--- src/radio_ctrl_pkg.sv ---
// shared constants and carrier types for the radio state command and auto-ack config block
`default_nettype none
package radio_ctrl_pkg;
	// register addresses on the serial register port
	localparam int ADDR_W = 6;
	localparam logic [5:0] ADDR_STATUS = 6'h01;
	localparam logic [5:0] ADDR_CMD = 6'h02;
	localparam logic [5:0] ADDR_CTRL1 = 6'h04;
	localparam logic [5:0] ADDR_XAH1 = 6'h17;
	// state command codes
	localparam logic [4:0] CMD_NOP = 5'h00;
	localparam logic [4:0] CMD_TX_START = 5'h02;
	localparam logic [4:0] CMD_FORCE_OFF = 5'h03;
	localparam logic [4:0] CMD_FORCE_PLL_ON = 5'h04;
	localparam logic [4:0] CMD_RX_ON = 5'h06;
	localparam logic [4:0] CMD_IDLE_CLOCK = 5'h08;
	localparam logic [4:0] CMD_PLL_ON = 5'h09;
	localparam logic [4:0] CMD_AUTO_ACK_LISTEN = 5'h16;
	localparam logic [4:0] CMD_AUTO_RETRY_SEND = 5'h19;
	// transceiver state codes as reported in the current state field
	localparam logic [4:0] ST_P_ON = 5'h00;
	localparam logic [4:0] ST_BUSY_TX = 5'h02;
	localparam logic [4:0] ST_RX_ON = 5'h06;
	localparam logic [4:0] ST_OFF = 5'h08;
	localparam logic [4:0] ST_PLL_ON = 5'h09;
	localparam logic [4:0] ST_SLEEP = 5'h0f;
	localparam logic [4:0] ST_BUSY_TX_RETRY = 5'h12;
	localparam logic [4:0] ST_AUTO_ACK = 5'h16;
	localparam logic [4:0] ST_AUTO_RETRY = 5'h19;
	localparam logic [4:0] ST_TRANSITION = 5'h1f;
	// field positions
	localparam int CTRL1_AUTO_FCS = 5;
	localparam int CTRL1_EXT_RX_START = 6;
	localparam int XAH_SEND_TS = 7;
	localparam int XAH_RES_FILTER = 5;
	localparam int XAH_RES_UPLOAD = 4;
	localparam int XAH_ACK_TIME = 2;
	localparam int XAH_PROMISC = 1;
	// writable bits and reset values
	localparam logic [7:0] CTRL1_MASK = 8'h7f;
	localparam logic [7:0] XAH_MASK = 8'hb6;
	localparam logic [7:0] CTRL1_RST = 8'h22;
	localparam logic [7:0] XAH_RST = 8'h00;
	localparam logic [4:0] CMD_RST = 5'h00;
	// timing
	localparam int CLK_PERIOD_NS = 100;
	localparam int SYMBOL_NS = 16000;
	localparam int SYMBOL_CYC = (SYMBOL_NS + CLK_PERIOD_NS - 1) / CLK_PERIOD_NS;
	localparam int ACK_LONG_SYM = 12;
	localparam int ACK_SHORT_SYM = 2;
	localparam int TMR_W = 12;
	localparam logic [11:0] TX_DELAY_CYC = 12'(SYMBOL_CYC);
	localparam logic [11:0] ACK_LONG_CYC = 12'(ACK_LONG_SYM * SYMBOL_CYC);
	localparam logic [11:0] ACK_SHORT_CYC = 12'(ACK_SHORT_SYM * SYMBOL_CYC);
	// one register access from the serial port
	typedef struct packed {
		logic wr;
		logic [5:0] addr;
		logic [7:0] wdata;
	} reg_access_type;
	// per-frame information from the receive path
	typedef struct packed {
		logic frame_end;
		logic hdr_valid;
		logic fcs_ok;
		logic addr_match;
		logic reserved_type;
		logic data_or_cmd;
		logic ack_req;
	} rx_info_type;
endpackage
`default_nettype wire

--- src/radio_state_cmd_and_aack_cfg.sv ---
// state command decode, transmit checksum enable and auto-ack configuration of the radio
// Summary of operation
// - a command field write starts the matching state transition where the current state allows it
// - decode nop, send start, forced off, forced synth on, listen, idle, synth on
// - codes 0x16 and 0x19 enter auto-ack listen and auto-retry send modes
// - command field reads zero after reset
// - frame sending starts one symbol period after the send start command
// - forced synth on is ignored in power-on, sleep or transition states
// - control register bit 5 enables automatic transmit checksum; resets to one
// - automatic checksum works in basic and extended modes alike
// - time-stamp bit pulses aux output on every auto-retry transmission; resets zero
// - unfiltered reserved frames are checked only for a valid checksum
// - filtered reserved frames get the same address filtering as data frames
// - uploaded reserved frames with good checksum that pass the filter raise the frame complete event
// - uploaded reserved frames raise address match when addresses match
// - accepted reserved frames requesting ack are acknowledged unless ack suppressed
// - ack turnaround bit zero sends ack twelve symbols after frame end
// - ack turnaround bit one sends ack two symbols after frame end
// - promiscuous mode ends every valid-header frame with complete event and fcs flag
`timescale 1ns/1ps
`default_nettype none
module radio_state_cmd_and_aack_cfg (
	input wire logic i_ref_clk,
	input wire logic i_rst_n,
	input wire logic i_spi_sclk,
	input wire logic i_spi_mosi,
	input wire logic i_spi_sel_n,
	input wire logic i_tx_done,
	input wire radio_ctrl_pkg::rx_info_type i_rx,
	input wire logic i_ack_suppress,
	output logic o_spi_miso,
	output logic o_spi_miso_oe_n,
	output logic [4:0] o_current_state,
	output logic o_auto_fcs_enable,
	output logic o_ext_rx_start_indication_enable,
	output logic o_tx_start,
	output logic o_aux_digital_output,
	output logic o_frame_complete_event,
	output logic o_address_match_event,
	output logic o_rx_fcs_valid,
	output logic o_ack_send
);
	typedef struct packed {
		logic [4:0] cmd;
		logic [4:0] trx;
		logic [7:0] ctrl1;
		logic [7:0] xah;
		logic tx_start;
		logic aux;
		logic complete;
		logic address_match_event;
		logic fcs_valid;
		logic ack_send;
	} ctrl_state_type;
	ctrl_state_type st_ff;
	ctrl_state_type nxt_st;
	radio_ctrl_pkg::reg_access_type acc;
	logic [7:0] rd_data;
	logic cmd_wr;
	logic [4:0] code;
	logic tx_load;
	logic tx_cancel;
	logic tx_expire;
	logic ack_load;
	logic ack_expire;
	logic [11:0] ack_cycles;
	logic filt_ok;
	logic accept;
	logic aack_frame;

	// register port on the serial pins
	spi_reg_port u_port (
		.i_ref_clk(i_ref_clk),
		.i_rst_n(i_rst_n),
		.i_spi_sclk(i_spi_sclk),
		.i_spi_mosi(i_spi_mosi),
		.i_spi_sel_n(i_spi_sel_n),
		.i_rd_data(rd_data),
		.o_acc(acc),
		.o_miso(o_spi_miso),
		.o_miso_oe_n(o_spi_miso_oe_n)
	);

	// one-symbol wait between send start and the frame going out
	symbol_delay #(.CNT_W(radio_ctrl_pkg::TMR_W)) u_tx_delay (
		.i_ref_clk(i_ref_clk),
		.i_rst_n(i_rst_n),
		.i_load(tx_load),
		.i_cancel(tx_cancel),
		.i_cycles(radio_ctrl_pkg::TX_DELAY_CYC),
		.o_expire(tx_expire)
	);

	// acknowledgement turnaround wait
	symbol_delay #(.CNT_W(radio_ctrl_pkg::TMR_W)) u_ack_delay (
		.i_ref_clk(i_ref_clk),
		.i_rst_n(i_rst_n),
		.i_load(ack_load),
		.i_cancel(1'b0),
		.i_cycles(ack_cycles),
		.o_expire(ack_expire)
	);

	// read mux; reserved bits are masked off so they always read zero
	always_comb begin
		unique case (acc.addr)
			radio_ctrl_pkg::ADDR_STATUS: rd_data = {3'h0, st_ff.trx};
			radio_ctrl_pkg::ADDR_CMD: rd_data = {3'h0, st_ff.cmd};
			radio_ctrl_pkg::ADDR_CTRL1: rd_data = st_ff.ctrl1 & radio_ctrl_pkg::CTRL1_MASK;
			radio_ctrl_pkg::ADDR_XAH1: rd_data = st_ff.xah & radio_ctrl_pkg::XAH_MASK;
			default: rd_data = 8'h00;
		endcase
	end

	assign cmd_wr = acc.wr && (acc.addr == radio_ctrl_pkg::ADDR_CMD);
	assign code = acc.wdata[4:0];

	// next-state logic for commands, transmit sequencing and frame ends
	always_comb begin
		nxt_st = st_ff;
		nxt_st.tx_start = 1'b0;
		nxt_st.aux = 1'b0;
		nxt_st.complete = 1'b0;
		nxt_st.address_match_event = 1'b0;
		nxt_st.ack_send = 1'b0;
		tx_load = 1'b0;
		tx_cancel = 1'b0;
		ack_load = 1'b0;
		filt_ok = 1'b0;
		accept = 1'b0;
		aack_frame = 1'b0;
		// turnaround chosen when the frame ends, later bit changes do not move it
		ack_cycles = st_ff.xah[radio_ctrl_pkg::XAH_ACK_TIME] ?
			radio_ctrl_pkg::ACK_SHORT_CYC : radio_ctrl_pkg::ACK_LONG_CYC;
		// control register writes; reserved bits never stored
		if (acc.wr && acc.addr == radio_ctrl_pkg::ADDR_CTRL1) begin
			nxt_st.ctrl1 = acc.wdata & radio_ctrl_pkg::CTRL1_MASK;
		end
		if (acc.wr && acc.addr == radio_ctrl_pkg::ADDR_XAH1) begin
			nxt_st.xah = acc.wdata & radio_ctrl_pkg::XAH_MASK;
		end
		// end of a transmission returns to the mode it was sent from
		if (i_tx_done) begin
			if (st_ff.trx == radio_ctrl_pkg::ST_BUSY_TX) begin
				nxt_st.trx = radio_ctrl_pkg::ST_PLL_ON;
			end else if (st_ff.trx == radio_ctrl_pkg::ST_BUSY_TX_RETRY) begin
				nxt_st.trx = radio_ctrl_pkg::ST_AUTO_RETRY;
			end
		end
		// state commands; a state-changing command overrides a coincident tx done, nop and send start leave it
		if (cmd_wr) begin
			nxt_st.cmd = code;
			case (code)
				radio_ctrl_pkg::CMD_TX_START: begin
					// send start only means something where the synthesizer is locked
					if (st_ff.trx == radio_ctrl_pkg::ST_PLL_ON ||
						st_ff.trx == radio_ctrl_pkg::ST_AUTO_RETRY) begin
						tx_load = 1'b1;
					end
				end
				radio_ctrl_pkg::CMD_FORCE_OFF: begin
					nxt_st.trx = radio_ctrl_pkg::ST_OFF;
					tx_cancel = 1'b1;
				end
				radio_ctrl_pkg::CMD_FORCE_PLL_ON: begin
					if (st_ff.trx != radio_ctrl_pkg::ST_P_ON &&
						st_ff.trx != radio_ctrl_pkg::ST_SLEEP &&
						st_ff.trx != radio_ctrl_pkg::ST_TRANSITION) begin
						nxt_st.trx = radio_ctrl_pkg::ST_PLL_ON;
						tx_cancel = 1'b1;
					end
				end
				radio_ctrl_pkg::CMD_RX_ON: begin
					nxt_st.trx = radio_ctrl_pkg::ST_RX_ON;
					tx_cancel = 1'b1;
				end
				radio_ctrl_pkg::CMD_IDLE_CLOCK: begin
					nxt_st.trx = radio_ctrl_pkg::ST_OFF;
					tx_cancel = 1'b1;
				end
				radio_ctrl_pkg::CMD_PLL_ON: begin
					nxt_st.trx = radio_ctrl_pkg::ST_PLL_ON;
					tx_cancel = 1'b1;
				end
				radio_ctrl_pkg::CMD_AUTO_ACK_LISTEN: begin
					nxt_st.trx = radio_ctrl_pkg::ST_AUTO_ACK;
					tx_cancel = 1'b1;
				end
				radio_ctrl_pkg::CMD_AUTO_RETRY_SEND: begin
					nxt_st.trx = radio_ctrl_pkg::ST_AUTO_RETRY;
					tx_cancel = 1'b1;
				end
				default: begin
					// nop and reserved codes keep the current state
				end
			endcase
		end
		// a state change in the same cycle as expiry wins and drops the send
		if (tx_expire && !tx_cancel) begin
			nxt_st.tx_start = 1'b1;
			if (st_ff.trx == radio_ctrl_pkg::ST_AUTO_RETRY) begin
				nxt_st.trx = radio_ctrl_pkg::ST_BUSY_TX_RETRY;
				nxt_st.aux = st_ff.xah[radio_ctrl_pkg::XAH_SEND_TS];
			end else begin
				nxt_st.trx = radio_ctrl_pkg::ST_BUSY_TX;
			end
		end
		// receive decisions only apply while listening in auto-ack mode
		aack_frame = i_rx.frame_end && i_rx.hdr_valid &&
			st_ff.trx == radio_ctrl_pkg::ST_AUTO_ACK;
		if (i_rx.reserved_type) begin
			filt_ok = st_ff.xah[radio_ctrl_pkg::XAH_RES_FILTER] ?
				i_rx.addr_match : 1'b1;
			accept = st_ff.xah[radio_ctrl_pkg::XAH_RES_UPLOAD] &&
				i_rx.fcs_ok && filt_ok;
		end else begin
			filt_ok = i_rx.addr_match;
			accept = i_rx.fcs_ok && filt_ok;
		end
		if (aack_frame) begin
			nxt_st.fcs_valid = i_rx.fcs_ok;
			nxt_st.complete = accept || st_ff.xah[radio_ctrl_pkg::XAH_PROMISC];
			nxt_st.address_match_event = i_rx.addr_match && (!i_rx.reserved_type ||
				st_ff.xah[radio_ctrl_pkg::XAH_RES_UPLOAD]);
			// no ack for frames that fail the filter, even in promiscuous mode
			ack_load = accept && i_rx.ack_req && !i_ack_suppress &&
				(i_rx.data_or_cmd || i_rx.reserved_type);
		end
		if (ack_expire) begin
			nxt_st.ack_send = 1'b1;
		end
	end

	// state register; command field clears to the no-operation code
	always_ff @(posedge i_ref_clk or negedge i_rst_n) begin
		if (!i_rst_n) begin
			st_ff <= '{cmd: radio_ctrl_pkg::CMD_RST, trx: radio_ctrl_pkg::ST_P_ON,
				ctrl1: radio_ctrl_pkg::CTRL1_RST, xah: radio_ctrl_pkg::XAH_RST,
				default: '0};
		end else begin
			st_ff <= nxt_st;
		end
	end

	assign o_current_state = st_ff.trx;
	// checksum enable holds in every operating mode
	assign o_auto_fcs_enable = st_ff.ctrl1[radio_ctrl_pkg::CTRL1_AUTO_FCS];
	assign o_ext_rx_start_indication_enable = st_ff.ctrl1[radio_ctrl_pkg::CTRL1_EXT_RX_START];
	assign o_tx_start = st_ff.tx_start;
	assign o_aux_digital_output = st_ff.aux;
	assign o_frame_complete_event = st_ff.complete;
	assign o_address_match_event = st_ff.address_match_event;
	assign o_rx_fcs_valid = st_ff.fcs_valid;
	assign o_ack_send = st_ff.ack_send;
endmodule
`default_nettype wire

--- src/spi_reg_port.sv ---
// serial register port slave: command byte then one data byte per select
`timescale 1ns/1ps
`default_nettype none
module spi_reg_port (
	input wire logic i_ref_clk,
	input wire logic i_rst_n,
	input wire logic i_spi_sclk,
	input wire logic i_spi_mosi,
	input wire logic i_spi_sel_n,
	input wire logic [7:0] i_rd_data,
	output radio_ctrl_pkg::reg_access_type o_acc,
	output logic o_miso,
	output logic o_miso_oe_n
);
	typedef enum logic [1:0] {PH_IDLE, PH_CMD, PH_DATA, PH_DONE} phase_type;
	typedef struct packed {
		logic sclk_m;
		logic sclk_s;
		logic sclk_p;
		logic mosi_m;
		logic mosi_s;
		logic sel_m;
		logic sel_s;
		phase_type phase;
		logic [2:0] bits;
		logic [7:0] shin;
		logic [7:0] shout;
		logic load;
		logic wr_req;
		radio_ctrl_pkg::reg_access_type acc;
		logic miso;
		logic miso_oe_n;
	} spi_state_type;
	spi_state_type st_ff;
	spi_state_type nxt_st;
	logic rise;
	logic fall;
	logic [7:0] byte_in;
	phase_type ph;

	// pins pass two flops before any edge detection reads them
	always_comb begin
		nxt_st = st_ff;
		nxt_st.sclk_m = i_spi_sclk;
		nxt_st.sclk_s = st_ff.sclk_m;
		nxt_st.sclk_p = st_ff.sclk_s;
		nxt_st.mosi_m = i_spi_mosi;
		nxt_st.mosi_s = st_ff.mosi_m;
		nxt_st.sel_m = i_spi_sel_n;
		nxt_st.sel_s = st_ff.sel_m;
		nxt_st.acc.wr = 1'b0;
		nxt_st.load = 1'b0;
		rise = st_ff.sclk_s & ~st_ff.sclk_p;
		fall = ~st_ff.sclk_s & st_ff.sclk_p;
		byte_in = {st_ff.shin[6:0], st_ff.mosi_s};
		ph = (st_ff.phase == PH_IDLE) ? PH_CMD : st_ff.phase;
		if (st_ff.sel_s) begin
			nxt_st.phase = PH_IDLE;
			nxt_st.bits = 3'h0;
			nxt_st.shout = 8'h00;
			nxt_st.miso = 1'b0;
			nxt_st.miso_oe_n = 1'b1;
		end else begin
			nxt_st.miso_oe_n = 1'b0;
			nxt_st.phase = ph;
			// read data is fetched one cycle after the address byte closes
			if (st_ff.load) begin
				nxt_st.shout = i_rd_data;
			end
			if (rise) begin
				nxt_st.shin = byte_in;
				nxt_st.bits = st_ff.bits + 3'h1;
				if (st_ff.bits == 3'h7) begin
					unique case (ph)
						PH_CMD: begin
							nxt_st.acc.addr = byte_in[5:0];
							nxt_st.wr_req = byte_in[6];
							nxt_st.load = ~byte_in[6];
							nxt_st.phase = byte_in[7] ? PH_DATA : PH_DONE;
						end
						PH_DATA: begin
							nxt_st.acc.wr = st_ff.wr_req;
							nxt_st.acc.wdata = byte_in;
							nxt_st.phase = PH_DONE;
						end
						PH_IDLE, PH_DONE: begin
						end
					endcase
				end
			end
			if (fall) begin
				nxt_st.miso = st_ff.shout[7];
				nxt_st.shout = {st_ff.shout[6:0], 1'b0};
			end
		end
	end

	always_ff @(posedge i_ref_clk or negedge i_rst_n) begin
		if (!i_rst_n) begin
			st_ff <= '{phase: PH_IDLE, miso_oe_n: 1'b1, sel_m: 1'b1, sel_s: 1'b1, default: '0};
		end else begin
			st_ff <= nxt_st;
		end
	end

	assign o_acc = st_ff.acc;
	assign o_miso = st_ff.miso;
	assign o_miso_oe_n = st_ff.miso_oe_n;
endmodule
`default_nettype wire

--- src/symbol_delay.sv ---
// down-counter that flags the cycle in which a loaded delay runs out
`timescale 1ns/1ps
`default_nettype none
module symbol_delay #(
	parameter int CNT_W = 12
) (
	input wire logic i_ref_clk,
	input wire logic i_rst_n,
	input wire logic i_load,
	input wire logic i_cancel,
	input wire logic [CNT_W-1:0] i_cycles,
	output logic o_expire
);
	typedef struct packed {
		logic [CNT_W-1:0] cnt;
	} delay_state_type;
	delay_state_type st_ff;
	delay_state_type nxt_st;

	// load wins over cancel so a fresh start is never lost
	always_comb begin
		nxt_st = st_ff;
		if (i_load) begin
			nxt_st.cnt = i_cycles;
		end else if (i_cancel) begin
			nxt_st.cnt = '0;
		end else if (st_ff.cnt != '0) begin
			nxt_st.cnt = st_ff.cnt - CNT_W'(1);
		end
	end

	always_ff @(posedge i_ref_clk or negedge i_rst_n) begin
		if (!i_rst_n) begin
			st_ff <= '0;
		end else begin
			st_ff <= nxt_st;
		end
	end

	// expiry is seen i_cycles minus one edges after the load edge
	assign o_expire = (st_ff.cnt == CNT_W'(1));
endmodule
`default_nettype wire

--- config.mk ---
export PLATFORM = sky130hd
export DESIGN_NAME = radio_state_cmd_and_aack_cfg
export DESIGN_NICKNAME = d
export VERILOG_FILES = /design/src/radio_ctrl_pkg.sv /design/src/radio_state_cmd_and_aack_cfg.sv /design/src/spi_reg_port.sv /design/src/symbol_delay.sv
export SDC_FILE = /design/constraint.sdc
export NUM_CORES = 1
export LEC_CHECK = 0
export BUFFER_PORTS_ARGS = -buffer_cell sky130_fd_sc_hd__buf_2
export CORE_ASPECT_RATIO = 2
export CORE_MARGIN = 2
export CORE_UTILIZATION = 65
export DETAILED_ROUTE_END_ITERATION = 12
export PLACE_DENSITY = 0.84
export SLEW_MARGIN = 20
export SYNTH_ARGS = -nofsm -noshare
export SYNTH_HDL_FRONTEND = slang
export SYNTH_HIERARCHICAL = 1
export SYNTH_SLANG_ARGS = --single-unit
--- constraint.sdc ---
create_clock -name i_ref_clk -period 4.4 [get_ports i_ref_clk]
set_clock_uncertainty 0.05 [all_clocks]
set_input_delay 0.44 -clock i_ref_clk [delete_from_list [all_inputs] [get_ports i_ref_clk]]
set_output_delay 0.44 -clock i_ref_clk [all_outputs]
set_load 0.01 [all_outputs]
==> results of run 1 <==
-- worst reg2reg max path, stage by stage (launching register included) --
cell and delay (ns):
dfrtp_1 0.43, nor2b_1 0.51, and3_1 0.44, nand3_1 0.12
nor2_1 0.12, buf_4 0.22, or2_2 0.26, nor2_1 0.07
a21oi_1 0.11, mux2i_1 0.07
-- routing by layer --
metal  part of all wire  wire (um)
met2               0.50       5014
met4              0.023        228
met1               0.42       4201
met5                  0          0
met3              0.054        534
-- flip-flops by register name, summed over array words and instances (netlist names) --
| name | cells |
|---|---|
| o_ack_send | 1 |
| o_address_match_event | 1 |
| o_auto_fcs_enable | 1 |
| o_aux_digital_output | 1 |
| o_current_state | 5 |
| o_ext_rx_start_indication_enable | 1 |
| o_frame_complete_event | 1 |
| o_rx_fcs_valid | 1 |
| o_tx_start | 1 |
| st_ff | 15 |
| u_ack_delay/st_ff | 12 |
| u_port/byte_in | 8 |
| u_port/nxt_st | 4 |
| u_port/o_acc | 15 |
| u_port/o_miso | 1 |
| u_port/o_miso_oe_n | 1 |
| u_port/st_ff | 17 |
| u_tx_delay/st_ff | 12 |
-- layout by cell type, fill, tap and decap left out, types with 9 or more instances in the layout --
cell	netlist	routed
a211oi_1	10	10
conb_1	2	26
nor4_1	11	11
o21ai_0	28	28
dfrtp_1	93	93
clkbuf_16	0	9
nor3_1	11	11
nor2_1	39	39
xnor2_1	9	9
mux2_2	32	32
a21oi_1	13	13
buf_2	3	27
nand2_1	50	50
mux2i_1	12	12
inv_1	15	15
-- power by group through the flow --
stage	clock network, mW	logic (mW)	registers, mW
after global routing	0.813	0.420	1.09
after CTS	0.778	0.366	1.07
after floorplan	0	0.281	1.06
final	0.768	0.365	1.08
after global placement	0	0.351	1.08
after detailed placement	0	0.362	1.09
-- final timing paths --
kind | from | endpoint | slack [ns] | cells after the start
worst max-delay path | u_port/o_acc[9] | u_tx_delay/st_ff[1] | 1.89 | 9
worst min-delay path | i_spi_sel_n | u_port/nxt_st[40] | 0.15 | 1
worst max register to register | u_port/o_acc[9] | u_tx_delay/st_ff[1] | 1.89 | 9
worst min register to register | u_port/nxt_st[45] | u_port/nxt_st[44] | 0.30 | 0
max in group asynchronous | i_rst_n | u_port/nxt_st[40] | 3.20 | 2
min in group asynchronous | i_rst_n | u_ack_delay/st_ff[2] | 0.17 | 1
-- final cells by class --
class | instances | area (um^2)
Multi-Input combinational cell | 352 | 2332
Timing Repair Buffer | 31 | 165.2
Tap cell | 94 | 117.6
Clock buffer | 12 | 266.5
Clock inverter | 4 | 33.78
Sequential cell | 98 | 2459
Inverter | 15 | 56.30
Fill cell | 539 | 2058
-- kinds of logic (layout without fill, tap and decap cells) --
kind of cell	after synthesis	after routing	synth area share
and+or+nand+nor	173	173	0.1896
DFF	98	98	0.4953
AOI/OAI and AO/OA	90	90	0.1243
buffers and inverters	47	62	0.05293
muxes	44	44	0.09680
xor gates and xnor gates	11	11	0.01941
adders and majority gates	8	8	0.02017
other	2	26	0.001513
==> results.md, run 1 <==
- Startpoint types: flip-flop
- Synth Instances: 473
- Most instantiated cells after synthesis: 93 x dfrtp_1, 50 x nand2_1, 39 x nor2_1
- GRT Residual Overflow: 0
- Initial antenna violation count: 0
- Pleak: 2.442 nW
- Critical Path End Type: flip-flop
- CP most frequent cell: nor2_1
- Fin. Hold Viols: 0
- CTS tree: yes
- Post-CTS sizing: 0
- GR Util met2: 0.4242
- Detailed Route Iter0 Violations: 315
- Slew headroom: 0.4166
- DIE WIDTH: 65.79 um
- Final Total Pwr: 2.209 mW
- Clock slew at reported path FFs: 0.06 ns
- Internal Power: 1.585 mW
- Worst path max stage delay: 0.51 ns
- Synth Register Bits: 98
- Die height: 127.6 um
- Fin nets: 529
- Most frequent cell after synthesis: dfrtp_1
- Top FF cell, synth: dfrtp_1
- Critical-path top delay cell: nor2b_1
- Fraction of layout cells with a size suffix above 1: 0.2031
- Worst Path Arrival: 2.68 ns
- Sequential share of power: 0.487
- Ports: 29
- Final instance area: 0.005430 mm^2
- Final wirelength: 9979 um
- RSZ-0062 raised after global routing: false
- Row cnt: 45
- GR Util met3: 0.04401
- Final worst slack: 1.890 ns
- Drt wl/cell: 16.47 um
- Placed cell count: 590
- Number of routed nets with antenna violations: 0
- # port buffers: 28
- Setup TNS: 0 ns
- Core area: 0.007488 mm^2
- Vias in the first global route: 3547
- Maximum VDD drop: 0.0004073 V
- Cell taking the most area after synthesis: dfrtp_1
- GR peak layer: met2
- Met1 GRT Util: 0.3622
- Core Util, Final: 0.7251
- H-Tree Depth: 3
- Hold_buf cts: 0
- Crit Path Class: flip-flop to flip-flop
- Clock root cell: clkbuf_16
- Finished Layout Cells: 606
- Worst-path fanout max: 15
- Mapped Area: 0.004964 mm^2
- Sw Pwr: 623.9 uW
- Gate power share: 0.165
- Final setup viols: 0
- Fmax: 398.5 MHz
- TritonCTS buffer count: 9
- Outcome: finished, final reports clean
- YS warnings: 6
- Place WS: 1.954 ns
- Number of synthesized flops with an enable pin: 0
- Post-DP Area: 0.005130 mm^2
- Initial Util: 0.6628
- Final HPWL DP: 6955 um
- Post-CTS Setup Inserts: 0
- Hold_ws: 0.1484 ns
- WP data required: 4.57 ns
- Via density: 5.967
- DR vias: 3616
- Worst Hold Class: input port to flip-flop
- CP cell instances: nor2b_1 > and3_1 > nand3_1 > nor2_1 > buf_4 > or2_2 > nor2_1 > a21oi_1 > mux2i_1
- Final min period: 2.510 ns
- Number of buffers and inverters on the critical path: 1
- Die area: 0.008393 mm^2
- Ranking of synthesized cells by area: dfrtp_1 47%, mux2_2 7.3%, nand2_1 3.8%
- Clk pwr share: 0.348
- Post-synth top area share: 0.4689
- Area growth syn-to-layout: 9.403%
- PwrDens: 406.9 mW/mm^2
- Max-Cap Viols: 0
- Largest net degree at the start of global routing: 72
- Placer Congestion: 0.8986
- Top Family by Delay on Critical Path: simple AND/OR/NAND/NOR gates
- Final Cycle Share: 0.5704
- Final Slew Violations: 0
- Clock insertion delay at the later pin of the skew report: 0.34 ns
- Global-route wire length before repair: 17220 um
- Switch share: 0.2824
- Clock sinks: 98
- Pre-Repair DR Iteration Count: 5
- Async SR Flop Fraction: 1.000
- Sequential area share after synthesis: 0.4953
- Post-Syn Area per Cell: 10.49 um^2
- Tightest Pin Transition: 0.8750 ns
- Clk buf depth: 2
- DRC Markers: 0
- Inserted Diodes: 0
- Total GRT Usage: 0.2654
- Unique cell type count in the Yosys netlist: 68
Power figures use the tool's default switching activity.
==> run 2: changes to the inputs <==
--- a/config.mk
+++ b/config.mk
@@ -8,9 +8,9 @@
 export BUFFER_PORTS_ARGS = -buffer_cell sky130_fd_sc_hd__buf_2
 export CORE_ASPECT_RATIO = 2
 export CORE_MARGIN = 2
-export CORE_UTILIZATION = 65
+export CORE_UTILIZATION = 55
 export DETAILED_ROUTE_END_ITERATION = 12
-export PLACE_DENSITY = 0.84
+export PLACE_DENSITY = 0.76
 export SLEW_MARGIN = 20
 export SYNTH_ARGS = -nofsm -noshare
 export SYNTH_HDL_FRONTEND = slang
==> constraint.sdc (replaced) <==
create_clock -name i_ref_clk -period 2.25 [get_ports i_ref_clk]
set_clock_uncertainty 0.05 [all_clocks]
set_input_delay 0.225 -clock i_ref_clk [delete_from_list [all_inputs] [get_ports i_ref_clk]]
set_output_delay 0.225 -clock i_ref_clk [all_outputs]
set_load 0.01 [all_outputs]
==> results.md, run 2 (synthesis gave the netlist of run 1 again) <==
- Clk pwr share: 0.346
- Sw Pwr: 1.302 mW
- WL met2: 6520 um
- Clk buf depth: 2
- Commonest non-fill, non-tap cell in the layout: dfrtp_1
- Gate power share: 0.186
- Switch share: 0.2900
- H-Tree Depth: 3
- Largest Register: u_port/st_ff
- Critical Path End Type: flip-flop
- Ports: 29
- Pre-Repair DR Iteration Count: 4
- Global-route wire length before repair: 18200 um
- RSZ-0062 raised after global routing: true
- Max-Cap Viols: 0
- Number of routed nets with antenna violations: 0
- Place WS: 0.01289 ns
- TritonCTS buffer count: 9
- Crit Path Class: flip-flop to flip-flop
- Fin nets: 566
- Sequential share of power: 0.468
- Area growth syn-to-layout: 16.41%
- Placed cell count: 627
- Finished Layout Cells: 651
- CTS tree: yes
- DRC Markers: 0
- Clock slew at reported path FFs: 0.07 ns
- Final min period: 2.243 ns
- Clock insertion delay at the later pin of the skew report: 0.35 ns
- Pleak: 2.627 nW
- M1 wire length: 3992 um
- Via density: 5.725
- DIE WIDTH: 71.18 um
- Worst-path fanout max: 6
- PwrDens: 776.9 mW/mm^2
- Die height: 138.3 um
- # fillers: 706
- Initial Util: 0.5583
- Fmax: 445.9 MHz
- Final worst slack: 0.007289 ns
- Core area: 0.008890 mm^2
- Initial antenna violation count: 0
- Slew headroom: 0.5852
- Vias in the first global route: 3837
- Max FFs per register: 17
- Placer Congestion: 0.8859
- Outcome: finished, final reports clean
- # port buffers: 28
- Final HPWL DP: 8418 um
- Tightest Pin Transition: 0.6175 ns
- Fin. Hold Viols: 0
- Detailed Route Iter0 Violations: 167
- Clock root cell: clkbuf_16
- Internal Power: 3.187 mW
- Final wirelength: 11300 um
- DR vias: 3727
- Final setup viols: 0
- Final Slew Violations: 0
- Inserted Diodes: 0
- Largest net degree at the start of global routing: 47
- Highest routed layer: met4
- Worst Hold Class: input port to flip-flop
- Final Cycle Share: 0.9968
- Total GRT Usage: 0.2400
- WP data required: 2.47 ns
- Row cnt: 49
- Area of the multi-input gates: 0.002369 mm^2
- Maximum VDD drop: 0.0004213 V
- Die area: 0.009847 mm^2
- Metal3 WL: 289 um
- Worst Path Arrival: 2.46 ns
- Fraction of layout cells with a size suffix above 1: 0.2605
- Drt wl/cell: 17.36 um
- Core Util, Final: 0.6500
- Startpoint types: flip-flop
- R2r setup slk: 0.007 ns
- FF+latch area: 0.002459 mm^2
- GRT Residual Overflow: 0
- Most frequent cells in the layout: 93 x dfrtp_1, 49 x nand2_1, 36 x nor2_1, 36 x buf_4, 32 x mux2_2
- Clock sinks: 98
run 2: changes by cell type in the layout (fill, tap and decap cells not counted), sizes merged:
cell and delta:
buf +33, bufinv +1, clkbuf -3, clkinv -1
clkinvlp +1, dlygate4sd3 +4, inv +2
run 2: metrics by stage:
stage | setup TNS, ns | hold WS [ns] | total power [mW] | cell area, um^2
2_1_floorplan | 0 | -0.1206 | 2.626 | 5067
6_report | 0 | 0.05190 | 4.489 | 5778
3_5_place_dp | 0 | 0.1741 | 2.939 | 5373
4_1_cts | 0 | 0.04055 | 4.506 | 5722
5_1_grt | -0.06255 | 0.08203 | 4.706 | 5778
3_3_place_gp | 0 | 0.1693 | 2.898 | 5373
run 2: worst paths after layout:
check / end / start / cells past startpoint
worst max-delay path: u_tx_delay/st_ff[6] / o_current_state[1] / 8
worst max register to register: u_tx_delay/st_ff[6] / o_current_state[1] / 8
max in group asynchronous: o_auto_fcs_enable / i_rst_n / 3
min in group asynchronous: u_ack_delay/st_ff[7] / i_rst_n / 2
worst min-delay path: o_address_match_event / i_rx[3] / 3
worst min register to register: u_port/byte_in[0] / u_port/nxt_st[42] / 0
run 2: critical path, cell delays in order (launching register included):
cell and delay (ns):
dfrtp_1 0.39, or4_4 0.55, o22ai_4 0.18, nor2b_4 0.07, nor3_2 0.13, nor2_2 0.08, or2_4 0.31, o31a_1 0.29
o2bb2ai_1 0.12
run 2: layout make-up:
cell class / count / area share
Tap cell: 102 / 0.02209
Multi-Input combinational cell: 352 / 0.4099
Sequential cell: 98 / 0.4255
Timing Repair Buffer: 68 / 0.08055
Inverter: 15 / 0.009744
Clock buffer: 9 / 0.03898
Clock inverter: 7 / 0.01321
run 2: timing repair:
| item | in CTS | in global routing |
|---|---|---|
| pin swaps | 0 | 3 |
| setup endpoints to repair | 1 | 13 |
| cloned | 0 | 0 |
| setup buffers | 0 | 4 |
| hold buffers | 4 | 0 |
| endpoints found under the hold margin | 35 | 0 |
| resized for setup | 1 | 8 |
run 2: power groups by stage:
stage / clock network [mW] / registers [mW] / logic, mW
floorplan: 0 / 2.08 / 0.549
global placement: 0 / 2.12 / 0.777
detailed placement: 0 / 2.13 / 0.809
CTS: 1.59 / 2.10 / 0.819
global route: 1.66 / 2.12 / 0.923
finish: 1.55 / 2.10 / 0.833
run 2: metal layers:
metal	GRT usage	up-vias
met4	0.1450	0
met2	0.4464	79
met3	0.03644	39
li1	-	1798
met5	0	-
met1	0.2385	1811
